[config.mk]
export PLATFORM = sky130hd
export DESIGN_NAME = hcs_top
export DESIGN_NICKNAME = d
export VERILOG_FILES = /design/src/pkg/hcs_pkg.sv /design/src/hcs_level_code.sv /design/src/hcs_top.sv
export SDC_FILE = /design/constraint.sdc
export NUM_CORES = 1
export LEC_CHECK = 0
export BUFFER_PORTS_ARGS = -buffer_cell sky130_fd_sc_hd__buf_4
export CAP_MARGIN = 20
export CORE_MARGIN = 2
export CORE_UTILIZATION = 65
export DETAILED_ROUTE_END_ITERATION = 10
export GPL_TIMING_DRIVEN = 1
export HOLD_SLACK_MARGIN = 0.08
export PLACE_DENSITY = 0.83
export SYNTH_ARGS = -nofsm -noshare
export SYNTH_HDL_FRONTEND = slang
export SYNTH_SLANG_ARGS = --single-unit
[constraint.sdc]
create_clock -name clk -period 5.7 [get_ports clk]
set_clock_uncertainty 0.05 [all_clocks]
set_input_delay 0.57 -clock clk [delete_from_list [all_inputs] [get_ports clk]]
set_output_delay 0.57 -clock clk [all_outputs]
set_load 0.02 [all_outputs]
[src/pkg/hcs_pkg.sv]
// Package for the link control and status block of the embedded framer
package hcs_pkg;
  localparam logic [7:0] HCS_OFF_DATA = 8'h12;
  localparam logic [7:0] HCS_OFF_CTRL = 8'h13;
  localparam logic [7:0] HCS_OFF_STAT = 8'h14;
  localparam logic [7:0] HCS_CTRL_RST = 8'h00;
  localparam int HCS_B_ADREC = 7;
  localparam int HCS_B_RECEIVER_ENABLE = 6;
  localparam int HCS_B_TRANSMITTER_ENABLE = 5;
  localparam int HCS_B_LAST = 4;
  localparam int HCS_B_ABORT = 3;
  localparam int HCS_B_FILL = 2;
  localparam logic [7:0] HCS_CTRL_WMASK = 8'hFC;
  localparam int HCS_IDLE_RUN = 15;
  localparam logic [4:0] HCS_IDLE_MAX = 5'h0F;
  localparam logic [6:0] HCS_ALL_CALL = 7'h7F;
  localparam int HCS_FIFO_DEPTH = 16;
  localparam int HCS_CNT_W = 5;
  localparam logic [7:0] HCS_FLAG = 8'h7E;
  localparam logic [1:0] HCS_TAG_MID = 2'h0;
  localparam logic [1:0] HCS_TAG_FIRST = 2'h1;
  localparam logic [1:0] HCS_TAG_GOOD = 2'h2;
  localparam logic [1:0] HCS_TAG_BAD = 2'h3;
  localparam logic [1:0] HCS_TX_FULL = 2'h0;
  localparam logic [1:0] HCS_TX_ATTH = 2'h1;
  localparam logic [1:0] HCS_TX_EMPTY = 2'h2;
  localparam logic [1:0] HCS_TX_BELOW = 2'h3;
  localparam logic [1:0] HCS_RX_EMPTY = 2'h0;
  localparam logic [1:0] HCS_RX_BELOW = 2'h1;
  localparam logic [1:0] HCS_RX_FULL = 2'h2;
  localparam logic [1:0] HCS_RX_ATTH = 2'h3;
  // One transmit FIFO entry: byte plus its two tags
  typedef struct packed {
    logic last;
    logic abort;
    logic [7:0] data;
  } hcs_tx_entry_s;
  // Host parallel port access
  typedef struct packed {
    logic wr;
    logic rd;
    logic [7:0] addr;
    logic [7:0] wdata;
  } hcs_host_s;
  typedef enum logic [2:0] {
    HCS_TX_OFF = 3'b001,
    HCS_TX_FILLING = 3'b010,
    HCS_TX_SEND = 3'b100
  } hcs_tx_state_e;
endpackage : hcs_pkg

[src/hcs_level_code.sv]
// FIFO level encoder for the status register
`timescale 1ns/1ps
`default_nettype none
module hcs_level_code (
  // Fill level and thresholds
  input wire logic [4:0] count,
  input wire logic [4:0] thresh,
  input wire logic [4:0] full_lvl,
  input wire logic is_tx,
  // Code
  output logic [1:0] code
);
  wire empty_w = (count == 5'h00);
  wire full_w = (count >= full_lvl);
  wire atth_w = (count >= thresh);
  always_comb begin
    if (is_tx) begin
      if (full_w) code = hcs_pkg::HCS_TX_FULL;
      else if (atth_w) code = hcs_pkg::HCS_TX_ATTH;
      else if (empty_w) code = hcs_pkg::HCS_TX_EMPTY;
      else code = hcs_pkg::HCS_TX_BELOW;
    end else begin
      if (empty_w) code = hcs_pkg::HCS_RX_EMPTY;
      else if (full_w) code = hcs_pkg::HCS_RX_FULL;
      else if (atth_w) code = hcs_pkg::HCS_RX_ATTH;
      else code = hcs_pkg::HCS_RX_BELOW;
    end
  end
endmodule : hcs_level_code
`default_nettype wire

[src/hcs_top.sv]
// Control and status logic of the embedded serial link controller
`timescale 1ns/1ps
`default_nettype none
// Notes on behaviour
// - With address filtering on, only frames whose address matches the mask or is all-call are kept.
// - Setting receive enable starts the receiver at once hunting for flags.
// - Clearing receive enable lets the frame in progress finish before stopping.
// - Setting transmit enable starts sending queued data or else fill.
// - Clearing transmit enable lets the frame in progress finish before stopping.
// - The last-byte tag marks the next written byte as frame end, followed by the check sequence.
// - The abort tag marks the next written byte, and its frame is aborted.
// - Both tag bits clear themselves after each transmit FIFO write.
// - With the transmit FIFO empty, fill select picks mark idle or flag fill.
// - The interrupt status bit shows a masked interrupt raised by the controller.
// - The idle channel bit sets after fifteen or more ones in a row.
// - The receive byte tag codes middle, first, good last and bad last.
// - The transmit level code shows full, at threshold, empty or below.
// - The receive level code shows empty, below, full or at threshold.
// - Each transmit FIFO entry holds the byte with both tags, ten bits.
// - An address of seven ones is the all-call address.
module hcs_top (
  // Clock and reset
  input wire logic clk,
  input wire logic rst_n,
  // Host parallel port
  input wire hcs_pkg::hcs_host_s host,
  output logic [7:0] host_rdata,
  // Serial bit stream, one bit per enable
  input wire logic rx_bit,
  input wire logic rx_bit_en,
  input wire logic tx_bit_en,
  output logic tx_bit,
  // Receive byte path from the deserialiser
  input wire logic rx_byte_valid,
  input wire logic [7:0] rx_byte,
  input wire logic rx_first,
  input wire logic rx_end,
  input wire logic rx_bad,
  input wire logic [6:0] addr_mask,
  // Context from the rest of the controller
  input wire logic irq_masked,
  input wire logic [4:0] thresh,
  input wire logic [4:0] full_lvl,
  // Status to the rest of the controller
  output logic rx_active,
  output logic tx_active,
  output logic tx_fcs_req,
  output logic tx_abort_req
);
  localparam int DW = hcs_pkg::HCS_FIFO_DEPTH;
  logic [7:0] ctrl_reg;
  logic [4:0] ones_reg;
  logic idle_reg;
  logic irq_reg;
  logic rx_on_reg;
  logic in_frame_reg;
  logic drop_reg;
  hcs_pkg::hcs_tx_entry_s tx_mem [DW];
  logic [3:0] tx_wp_reg, tx_rp_reg;
  logic [4:0] tx_cnt_reg;
  logic [9:0] rx_mem [DW];
  logic [3:0] rx_wp_reg, rx_rp_reg;
  logic [4:0] rx_cnt_reg;
  hcs_pkg::hcs_tx_state_e tx_state_reg, tx_state_next;
  hcs_pkg::hcs_tx_entry_s tx_cur_reg;
  logic [2:0] tx_bitn_reg;
  logic tx_bit_reg, tx_fcs_reg, tx_abort_reg;
  logic [1:0] tx_code, rx_code;
  hcs_pkg::hcs_tx_entry_s tx_tx_head;

  wire wr_ctrl = host.wr && host.addr == hcs_pkg::HCS_OFF_CTRL;
  wire wr_data = host.wr && host.addr == hcs_pkg::HCS_OFF_DATA;
  wire rd_data = host.rd && host.addr == hcs_pkg::HCS_OFF_DATA;
  wire tx_full = tx_cnt_reg == 5'(DW);
  wire tx_empty = tx_cnt_reg == 5'h00;
  wire rx_empty = rx_cnt_reg == 5'h00;
  wire rx_pop = rd_data && !rx_empty;
  wire tx_push = wr_data && !tx_full;
  wire tx_pop;
  wire rx_en = ctrl_reg[hcs_pkg::HCS_B_RECEIVER_ENABLE];
  wire tx_en = ctrl_reg[hcs_pkg::HCS_B_TRANSMITTER_ENABLE];
  wire adrec = ctrl_reg[hcs_pkg::HCS_B_ADREC];
  // First byte address check, all-call always passes
  wire addr_ok = !adrec || rx_byte[7:1] == addr_mask
    || rx_byte[7:1] == hcs_pkg::HCS_ALL_CALL;
  wire drop_now = rx_first ? !addr_ok : drop_reg;
  wire rx_push = rx_byte_valid && rx_on_reg && !drop_now
    && rx_cnt_reg != 5'(DW);
  wire [1:0] rx_tag_in = rx_end ? (rx_bad ? hcs_pkg::HCS_TAG_BAD
    : hcs_pkg::HCS_TAG_GOOD) : rx_first ? hcs_pkg::HCS_TAG_FIRST
    : hcs_pkg::HCS_TAG_MID;
  wire [9:0] rx_head = rx_mem[rx_rp_reg];
  wire [1:0] rx_tag = rx_empty ? hcs_pkg::HCS_TAG_MID : rx_head[9:8];
  wire [7:0] stat_w = {irq_reg, idle_reg, rx_tag, tx_code, rx_code};
  wire [7:0] ctrl_w = ctrl_reg & hcs_pkg::HCS_CTRL_WMASK;

  // Control register; tags fall after each FIFO write
  always_ff @(posedge clk or negedge rst_n) begin
    if (!rst_n) begin
      ctrl_reg <= hcs_pkg::HCS_CTRL_RST;
    end else if (wr_ctrl) begin
      ctrl_reg <= host.wdata;
    end else if (wr_data) begin
      ctrl_reg[hcs_pkg::HCS_B_LAST] <= 1'b0;
      ctrl_reg[hcs_pkg::HCS_B_ABORT] <= 1'b0;
    end
  end

  // Read data register
  always_ff @(posedge clk or negedge rst_n) begin
    if (!rst_n) begin
      host_rdata <= 8'h00;
    end else if (host.rd) begin
      case (host.addr)
        hcs_pkg::HCS_OFF_DATA: host_rdata <= rx_head[7:0];
        hcs_pkg::HCS_OFF_CTRL: host_rdata <= ctrl_w;
        hcs_pkg::HCS_OFF_STAT: host_rdata <= stat_w;
        default: host_rdata <= 8'h00;
      endcase
    end
  end

  // Interrupt flag follows the masked interrupt level
  always_ff @(posedge clk or negedge rst_n) begin
    if (!rst_n) irq_reg <= 1'b0;
    else irq_reg <= irq_masked;
  end

  // Run of ones for idle channel
  always_ff @(posedge clk or negedge rst_n) begin
    if (!rst_n) begin
      ones_reg <= 5'h00;
      idle_reg <= 1'b0;
    end else if (rx_bit_en && rx_on_reg) begin
      if (!rx_bit) begin
        ones_reg <= 5'h00;
        idle_reg <= 1'b0;
      end else begin
        if (ones_reg != hcs_pkg::HCS_IDLE_MAX) ones_reg <= ones_reg + 5'h01;
        // The fifteenth one in a row already counts as idle
        if (ones_reg >= 5'(hcs_pkg::HCS_IDLE_RUN - 1)) begin
          idle_reg <= 1'b1;
        end
      end
    end
  end

  // Receiver enable: on at once, off only between frames
  always_ff @(posedge clk or negedge rst_n) begin
    if (!rst_n) begin
      rx_on_reg <= 1'b0;
      in_frame_reg <= 1'b0;
      drop_reg <= 1'b0;
    end else begin
      if (rx_en) rx_on_reg <= 1'b1;
      else if (!in_frame_reg) rx_on_reg <= 1'b0;
      if (rx_byte_valid && rx_on_reg) begin
        in_frame_reg <= !rx_end;
        drop_reg <= rx_end ? 1'b0 : drop_now;
      end
    end
  end

  // Receive FIFO, ten bits per entry
  always_ff @(posedge clk) begin
    if (rx_push) rx_mem[rx_wp_reg] <= {rx_tag_in, rx_byte};
  end
  always_ff @(posedge clk or negedge rst_n) begin
    if (!rst_n) begin
      rx_wp_reg <= 4'h0;
      rx_rp_reg <= 4'h0;
      rx_cnt_reg <= 5'h00;
    end else begin
      if (rx_push) rx_wp_reg <= rx_wp_reg + 4'h1;
      if (rx_pop) rx_rp_reg <= rx_rp_reg + 4'h1;
      rx_cnt_reg <= rx_cnt_reg + 5'(rx_push) - 5'(rx_pop);
    end
  end

  // Transmit FIFO, byte stored with both tags
  always_ff @(posedge clk) begin
    if (tx_push) begin
      tx_mem[tx_wp_reg] <= '{last: ctrl_reg[hcs_pkg::HCS_B_LAST],
        abort: ctrl_reg[hcs_pkg::HCS_B_ABORT], data: host.wdata};
    end
  end
  always_ff @(posedge clk or negedge rst_n) begin
    if (!rst_n) begin
      tx_wp_reg <= 4'h0;
      tx_rp_reg <= 4'h0;
      tx_cnt_reg <= 5'h00;
    end else begin
      if (tx_push) tx_wp_reg <= tx_wp_reg + 4'h1;
      if (tx_pop) tx_rp_reg <= tx_rp_reg + 4'h1;
      tx_cnt_reg <= tx_cnt_reg + 5'(tx_push) - 5'(tx_pop);
    end
  end

  // Transmit sequencer
  wire byte_done = tx_bit_en && tx_bitn_reg == 3'h7;
  wire in_pkt_reg_w = tx_state_reg == hcs_pkg::HCS_TX_SEND;
  assign tx_pop = tx_bit_en && tx_bitn_reg == 3'h7 && !tx_empty
    && (tx_state_reg == hcs_pkg::HCS_TX_FILLING
    || (in_pkt_reg_w && !tx_cur_reg.last && !tx_cur_reg.abort)
    || (in_pkt_reg_w && tx_en));
  always_comb begin
    tx_state_next = tx_state_reg;
    case (tx_state_reg)
      hcs_pkg::HCS_TX_OFF:
        if (tx_en) tx_state_next = hcs_pkg::HCS_TX_FILLING;
      hcs_pkg::HCS_TX_FILLING:
        if (byte_done && !tx_empty) tx_state_next = hcs_pkg::HCS_TX_SEND;
        else if (!tx_en) tx_state_next = hcs_pkg::HCS_TX_OFF;
      hcs_pkg::HCS_TX_SEND:
        if (byte_done && (tx_cur_reg.last || tx_cur_reg.abort)) begin
          if (!tx_en) tx_state_next = hcs_pkg::HCS_TX_OFF;
          else if (tx_empty) tx_state_next = hcs_pkg::HCS_TX_FILLING;
        end
      default: tx_state_next = hcs_pkg::HCS_TX_OFF;
    endcase
  end
  always_ff @(posedge clk or negedge rst_n) begin
    if (!rst_n) begin
      tx_state_reg <= hcs_pkg::HCS_TX_OFF;
      tx_cur_reg <= '0;
      tx_bitn_reg <= 3'h0;
      tx_bit_reg <= 1'b1;
      tx_fcs_reg <= 1'b0;
      tx_abort_reg <= 1'b0;
    end else begin
      tx_state_reg <= tx_state_next;
      tx_fcs_reg <= 1'b0;
      tx_abort_reg <= 1'b0;
      if (tx_pop) tx_cur_reg <= tx_tx_head;
      if (tx_bit_en && tx_state_reg != hcs_pkg::HCS_TX_OFF) begin
        tx_bitn_reg <= tx_bitn_reg + 3'h1;
        if (tx_state_reg == hcs_pkg::HCS_TX_SEND) begin
          tx_bit_reg <= tx_cur_reg.data[tx_bitn_reg];
          if (tx_bitn_reg == 3'h7) begin
            tx_fcs_reg <= tx_cur_reg.last && !tx_cur_reg.abort;
            tx_abort_reg <= tx_cur_reg.abort;
          end
        end else if (ctrl_reg[hcs_pkg::HCS_B_FILL]) begin
          tx_bit_reg <= hcs_pkg::HCS_FLAG[tx_bitn_reg];
        end else begin
          tx_bit_reg <= 1'b1;
        end
      end else if (tx_state_reg == hcs_pkg::HCS_TX_OFF) begin
        tx_bitn_reg <= 3'h0;
        tx_bit_reg <= 1'b1;
      end
    end
  end
  assign tx_tx_head = tx_mem[tx_rp_reg];

  hcs_level_code u_tx_code (
    .count(tx_cnt_reg),
    .thresh(thresh),
    .full_lvl(full_lvl),
    .is_tx(1'b1),
    .code(tx_code)
  );
  hcs_level_code u_rx_code (
    .count(rx_cnt_reg),
    .thresh(thresh),
    .full_lvl(full_lvl),
    .is_tx(1'b0),
    .code(rx_code)
  );

  assign tx_bit = tx_bit_reg;
  assign tx_fcs_req = tx_fcs_reg;
  assign tx_abort_req = tx_abort_reg;
  assign rx_active = rx_on_reg;
  assign tx_active = tx_state_reg != hcs_pkg::HCS_TX_OFF;

  chk_tags_clear: assert property (@(posedge clk) disable iff (!rst_n)
    wr_data && !wr_ctrl |=> !ctrl_reg[hcs_pkg::HCS_B_LAST]
    && !ctrl_reg[hcs_pkg::HCS_B_ABORT]) else $error("tag not cleared");
  chk_rx_start: assert property (@(posedge clk) disable iff (!rst_n)
    rx_en |=> rx_on_reg) else $error("receiver not enabled");
  chk_rx_finish: assert property (@(posedge clk) disable iff (!rst_n)
    in_frame_reg && rx_on_reg |=> rx_on_reg) else $error("rx cut mid frame");
  chk_tx_start: assert property (@(posedge clk) disable iff (!rst_n)
    tx_en && tx_state_reg == hcs_pkg::HCS_TX_OFF |=> tx_active)
    else $error("transmitter not enabled");
  chk_tx_finish: assert property (@(posedge clk) disable iff (!rst_n)
    in_pkt_reg_w && !byte_done |=> in_pkt_reg_w)
    else $error("tx cut mid frame");
  chk_idle_set: assert property (@(posedge clk) disable iff (!rst_n)
    $rose(idle_reg) |-> $past(ones_reg) == 5'(hcs_pkg::HCS_IDLE_RUN - 1))
    else $error("idle set early");
  chk_irq_follow: assert property (@(posedge clk) disable iff (!rst_n)
    irq_masked |=> irq_reg) else $error("irq flag missing");
  chk_mark_fill: assert property (@(posedge clk) disable iff (!rst_n)
    tx_bit_en && tx_state_reg == hcs_pkg::HCS_TX_FILLING
    && !ctrl_reg[hcs_pkg::HCS_B_FILL] && !wr_ctrl |=> tx_bit)
    else $error("mark idle not ones");
  chk_rx_drop: assert property (@(posedge clk) disable iff (!rst_n)
    rx_byte_valid && rx_first && !addr_ok |-> !rx_push)
    else $error("bad address stored");
endmodule : hcs_top
`default_nettype wire

==> reports/qor.txt <==
outcome: completed
die height: 163 um
Hold Fails Final Rpt: 0
Mapped Area: 0.0165 mm^2
I/O pin count: 66
Synth top area share: 58.4%
Critical Path AT: 4.11 ns
CP Class: register to register
via count: 8602
DRC Markers: 0
clock sink count: 389
Final setup viols: 0
Pwr Density: 335 mW/mm^2
max-cap check violation count: 0
Area contributors post-synth: edfxtp_1 58%, mux4_2 13%, dfrtp_1 10%, ha_1 3.7%, mux2_2 1.4%
Clock transition at path regs: 0.06 ns
# rows: 58
remaining antenna violation count: 0
Synth Register Bits: 389
Cell variety after synth: 63
Final nets: 1080
total track usage: 27.8%
most frequent cell after synthesis: edfxtp_1
Remaining Overflow, GRT: 0
final wirelength: 35200 um
Via density: 6.45
Worst Hold Class: input pin to asynchronous set/reset pin
share of cells above drive strength 1: 26.9%
sequential element share of the synthesized area: 68.9%
number of port buffers: 65
Placer Congestion: 0.860
RSZ-0062 raised after global routing: false
synth warn: 0
DIE AREA: 0.0266 mm^2
H-tree levels: 2
Critical Path RT: 6.06 ns
Filler cells: 1403
post-CTS setup buffer count: 0
Post-CTS Resized: 0
Final HPWL DP: 21600 um
Slew HR: 32.0%
ANT cells: 0
Worst VDD drop: 0.419 mV
final hold slack: 0.129 ns
pin count of the biggest net entering global routing: 70
Most used DFF post-synth: edfxtp_1
maximum clock path buffer count: 3
final slew viol count: 0
Post-synth EDFFs: 320
cts hold-fix bufs: 0
CTS tree: yes
area grow syn2layout: 12.7%
vias in the first global route: 8858
root buffer cell: clkbuf_16
Final Cycle Share: 65.7%
crit-path max FO: 15
TritonRoute pass-1 iters: 5
worst skew pair latency: 0.52 ns
DR iter-0 viols: 948
first-pass GRT wire length: 53800 um
post-layout minimum cycle time: 3.75 ns
setup TNS: 0 ns
core box area: 0.0250 mm^2
fmax: 267 MHz
Cells after Synth: 889
Worst Setup Start Kind: register
antenna violations before repair: 0
CP endpoint kind: register
CTS buffer count: 38
slew of the pin with the lowest slew margin: 1.01 ns
Synth top cells by count: 320 x edfxtp_1, 96 x mux4_2, 67 x dfrtp_1
syn avg cell area: 18.5 um^2
Static Leakage: 6.53 nW
Post-synth ARST share: 17.7%
die width: 163 um
DR WL/cell: 26.4 um
synthesized net count: 993
effective utilization at floorplan: 65.7%
leading area contributor after synthesis: edfxtp_1
==> power breakdown <==
group	internal, W	switching, W	total [W]
combinational	0.000257	0.000275	0.000532
sequential	0.00315	0.000108	0.00325
clock	0.00141	0.00103	0.00243
total	0.00481	0.00141	0.00622
==> worst max-delay path, cell delays in order (launching register included) <==
cell     delay [ns]
dfrtp_1        0.43
inv_1          0.09
ha_1           0.19
nor3b_1        0.14
a221o_1        0.37
nor2_1         0.61
inv_1          0.29
ha_1           0.35
inv_1          0.05
ha_1           0.16
inv_1          0.06
fa_1           0.42
inv_1          0.08
a21oi_1        0.05
nor2_1         0.10
nor2_1         0.06
xnor2_1        0.11
==> layer usage <==
layer	routed length (um)	global-route usage, %	vias to the layer above
met2	18700	47.9	346
met5	0	0	-
met4	850	8.09	0
li1	-	-	3708
met1	13500	37.4	4482
met3	2170	4.29	66
==> per-stage QoR <==
stage,setup WS [ns],power (W),util [%],std cells,cell area (um^2)
after floorplan,2.49,0.00365,-,889,16500
after global placement,1.81,0.00381,69.3,1266,17400
after detailed placement,1.64,0.00383,69.3,1266,17400
after CTS,2.01,0.00625,74.1,1334,18600
after global routing,1.73,0.00643,74.1,1334,18600
final,1.95,0.00622,74.1,1334,18600
==> worst paths after layout <==
kind / start / to / slack (ns) / cells after the start
hold reg to reg: in_frame_reg / in_frame_reg / 0.47 / 1
setup reg to reg: rx_cnt_reg[2] / rx_cnt_reg[4] / 1.95 / 16
hold / removal: rst_n / tx_cur_reg[3] / 0.13 / 1
max in group asynchronous: rst_n / rx_rp_reg[0] / 4.80 / 1
min in group clk: irq_masked / irq_reg / 0.13 / 1
setup / recovery: rx_cnt_reg[2] / rx_cnt_reg[4] / 1.95 / 16
==> logic make-up after synthesis <==
group | share of synthesized area, %
AOI/OAI and AO/OA | 2.99
and+or+nand+nor | 4.96
adders and majority gates | 3.97
DFF | 68.9
buffers and inverters | 2.29
muxes | 15.4
xor gates and xnor gates | 1.49
==> cell type report <==
type / instances / area, um^2 / area share (%)
Tap cell: 330 / 413 / 2.23
Inverter: 46 / 173 / 0.930
Sequential cell: 389 / 11300 / 61.1
Clock buffer: 49 / 1020 / 5.52
Timing Repair Buffer: 83 / 623 / 3.36
Multi-Input combinational cell: 418 / 4810 / 25.9
Clock inverter: 19 / 171 / 0.924
==> cells in the final DEF, fill, tap and decap left out, types with 3 or more instances in the layout <==
| master | netlist | layout |
|---|---|---|
| a221oi_1 | 3 | 3 |
| clkinv_1 | 0 | 8 |
| a21o_1 | 6 | 6 |
| clkbuf_1 | 15 | 9 |
| and4b_1 | 8 | 8 |
| ha_1 | 49 | 49 |
| mux2i_1 | 14 | 14 |
| nand4_1 | 6 | 6 |
| o21ai_0 | 10 | 10 |
| o211ai_1 | 6 | 6 |
| nand2b_1 | 6 | 6 |
| nand3_1 | 8 | 8 |
| o21ai_1 | 4 | 4 |
| clkinv_2 | 0 | 4 |
| edfxtp_1 | 320 | 320 |
| xnor2_1 | 17 | 17 |
| buf_4 | 6 | 83 |
| nor3b_1 | 6 | 6 |
| xor2_1 | 11 | 11 |
| clkbuf_16 | 0 | 39 |
| nor2_1 | 27 | 27 |
| and2_1 | 9 | 9 |
| dfrtp_1 | 67 | 65 |
| nand2_1 | 30 | 30 |
| bufinv_16 | 0 | 3 |
| clkinvlp_4 | 0 | 3 |
| and3_1 | 6 | 6 |
| inv_1 | 45 | 45 |
| mux2_2 | 21 | 21 |
| nor2b_1 | 6 | 6 |
| and4_1 | 4 | 4 |
| nor4_4 | 1 | 3 |
| nor4b_2 | 0 | 4 |
| o31ai_1 | 4 | 4 |
| mux4_2 | 96 | 96 |
| a21oi_1 | 15 | 15 |
Power figures use the tool's default switching activity.
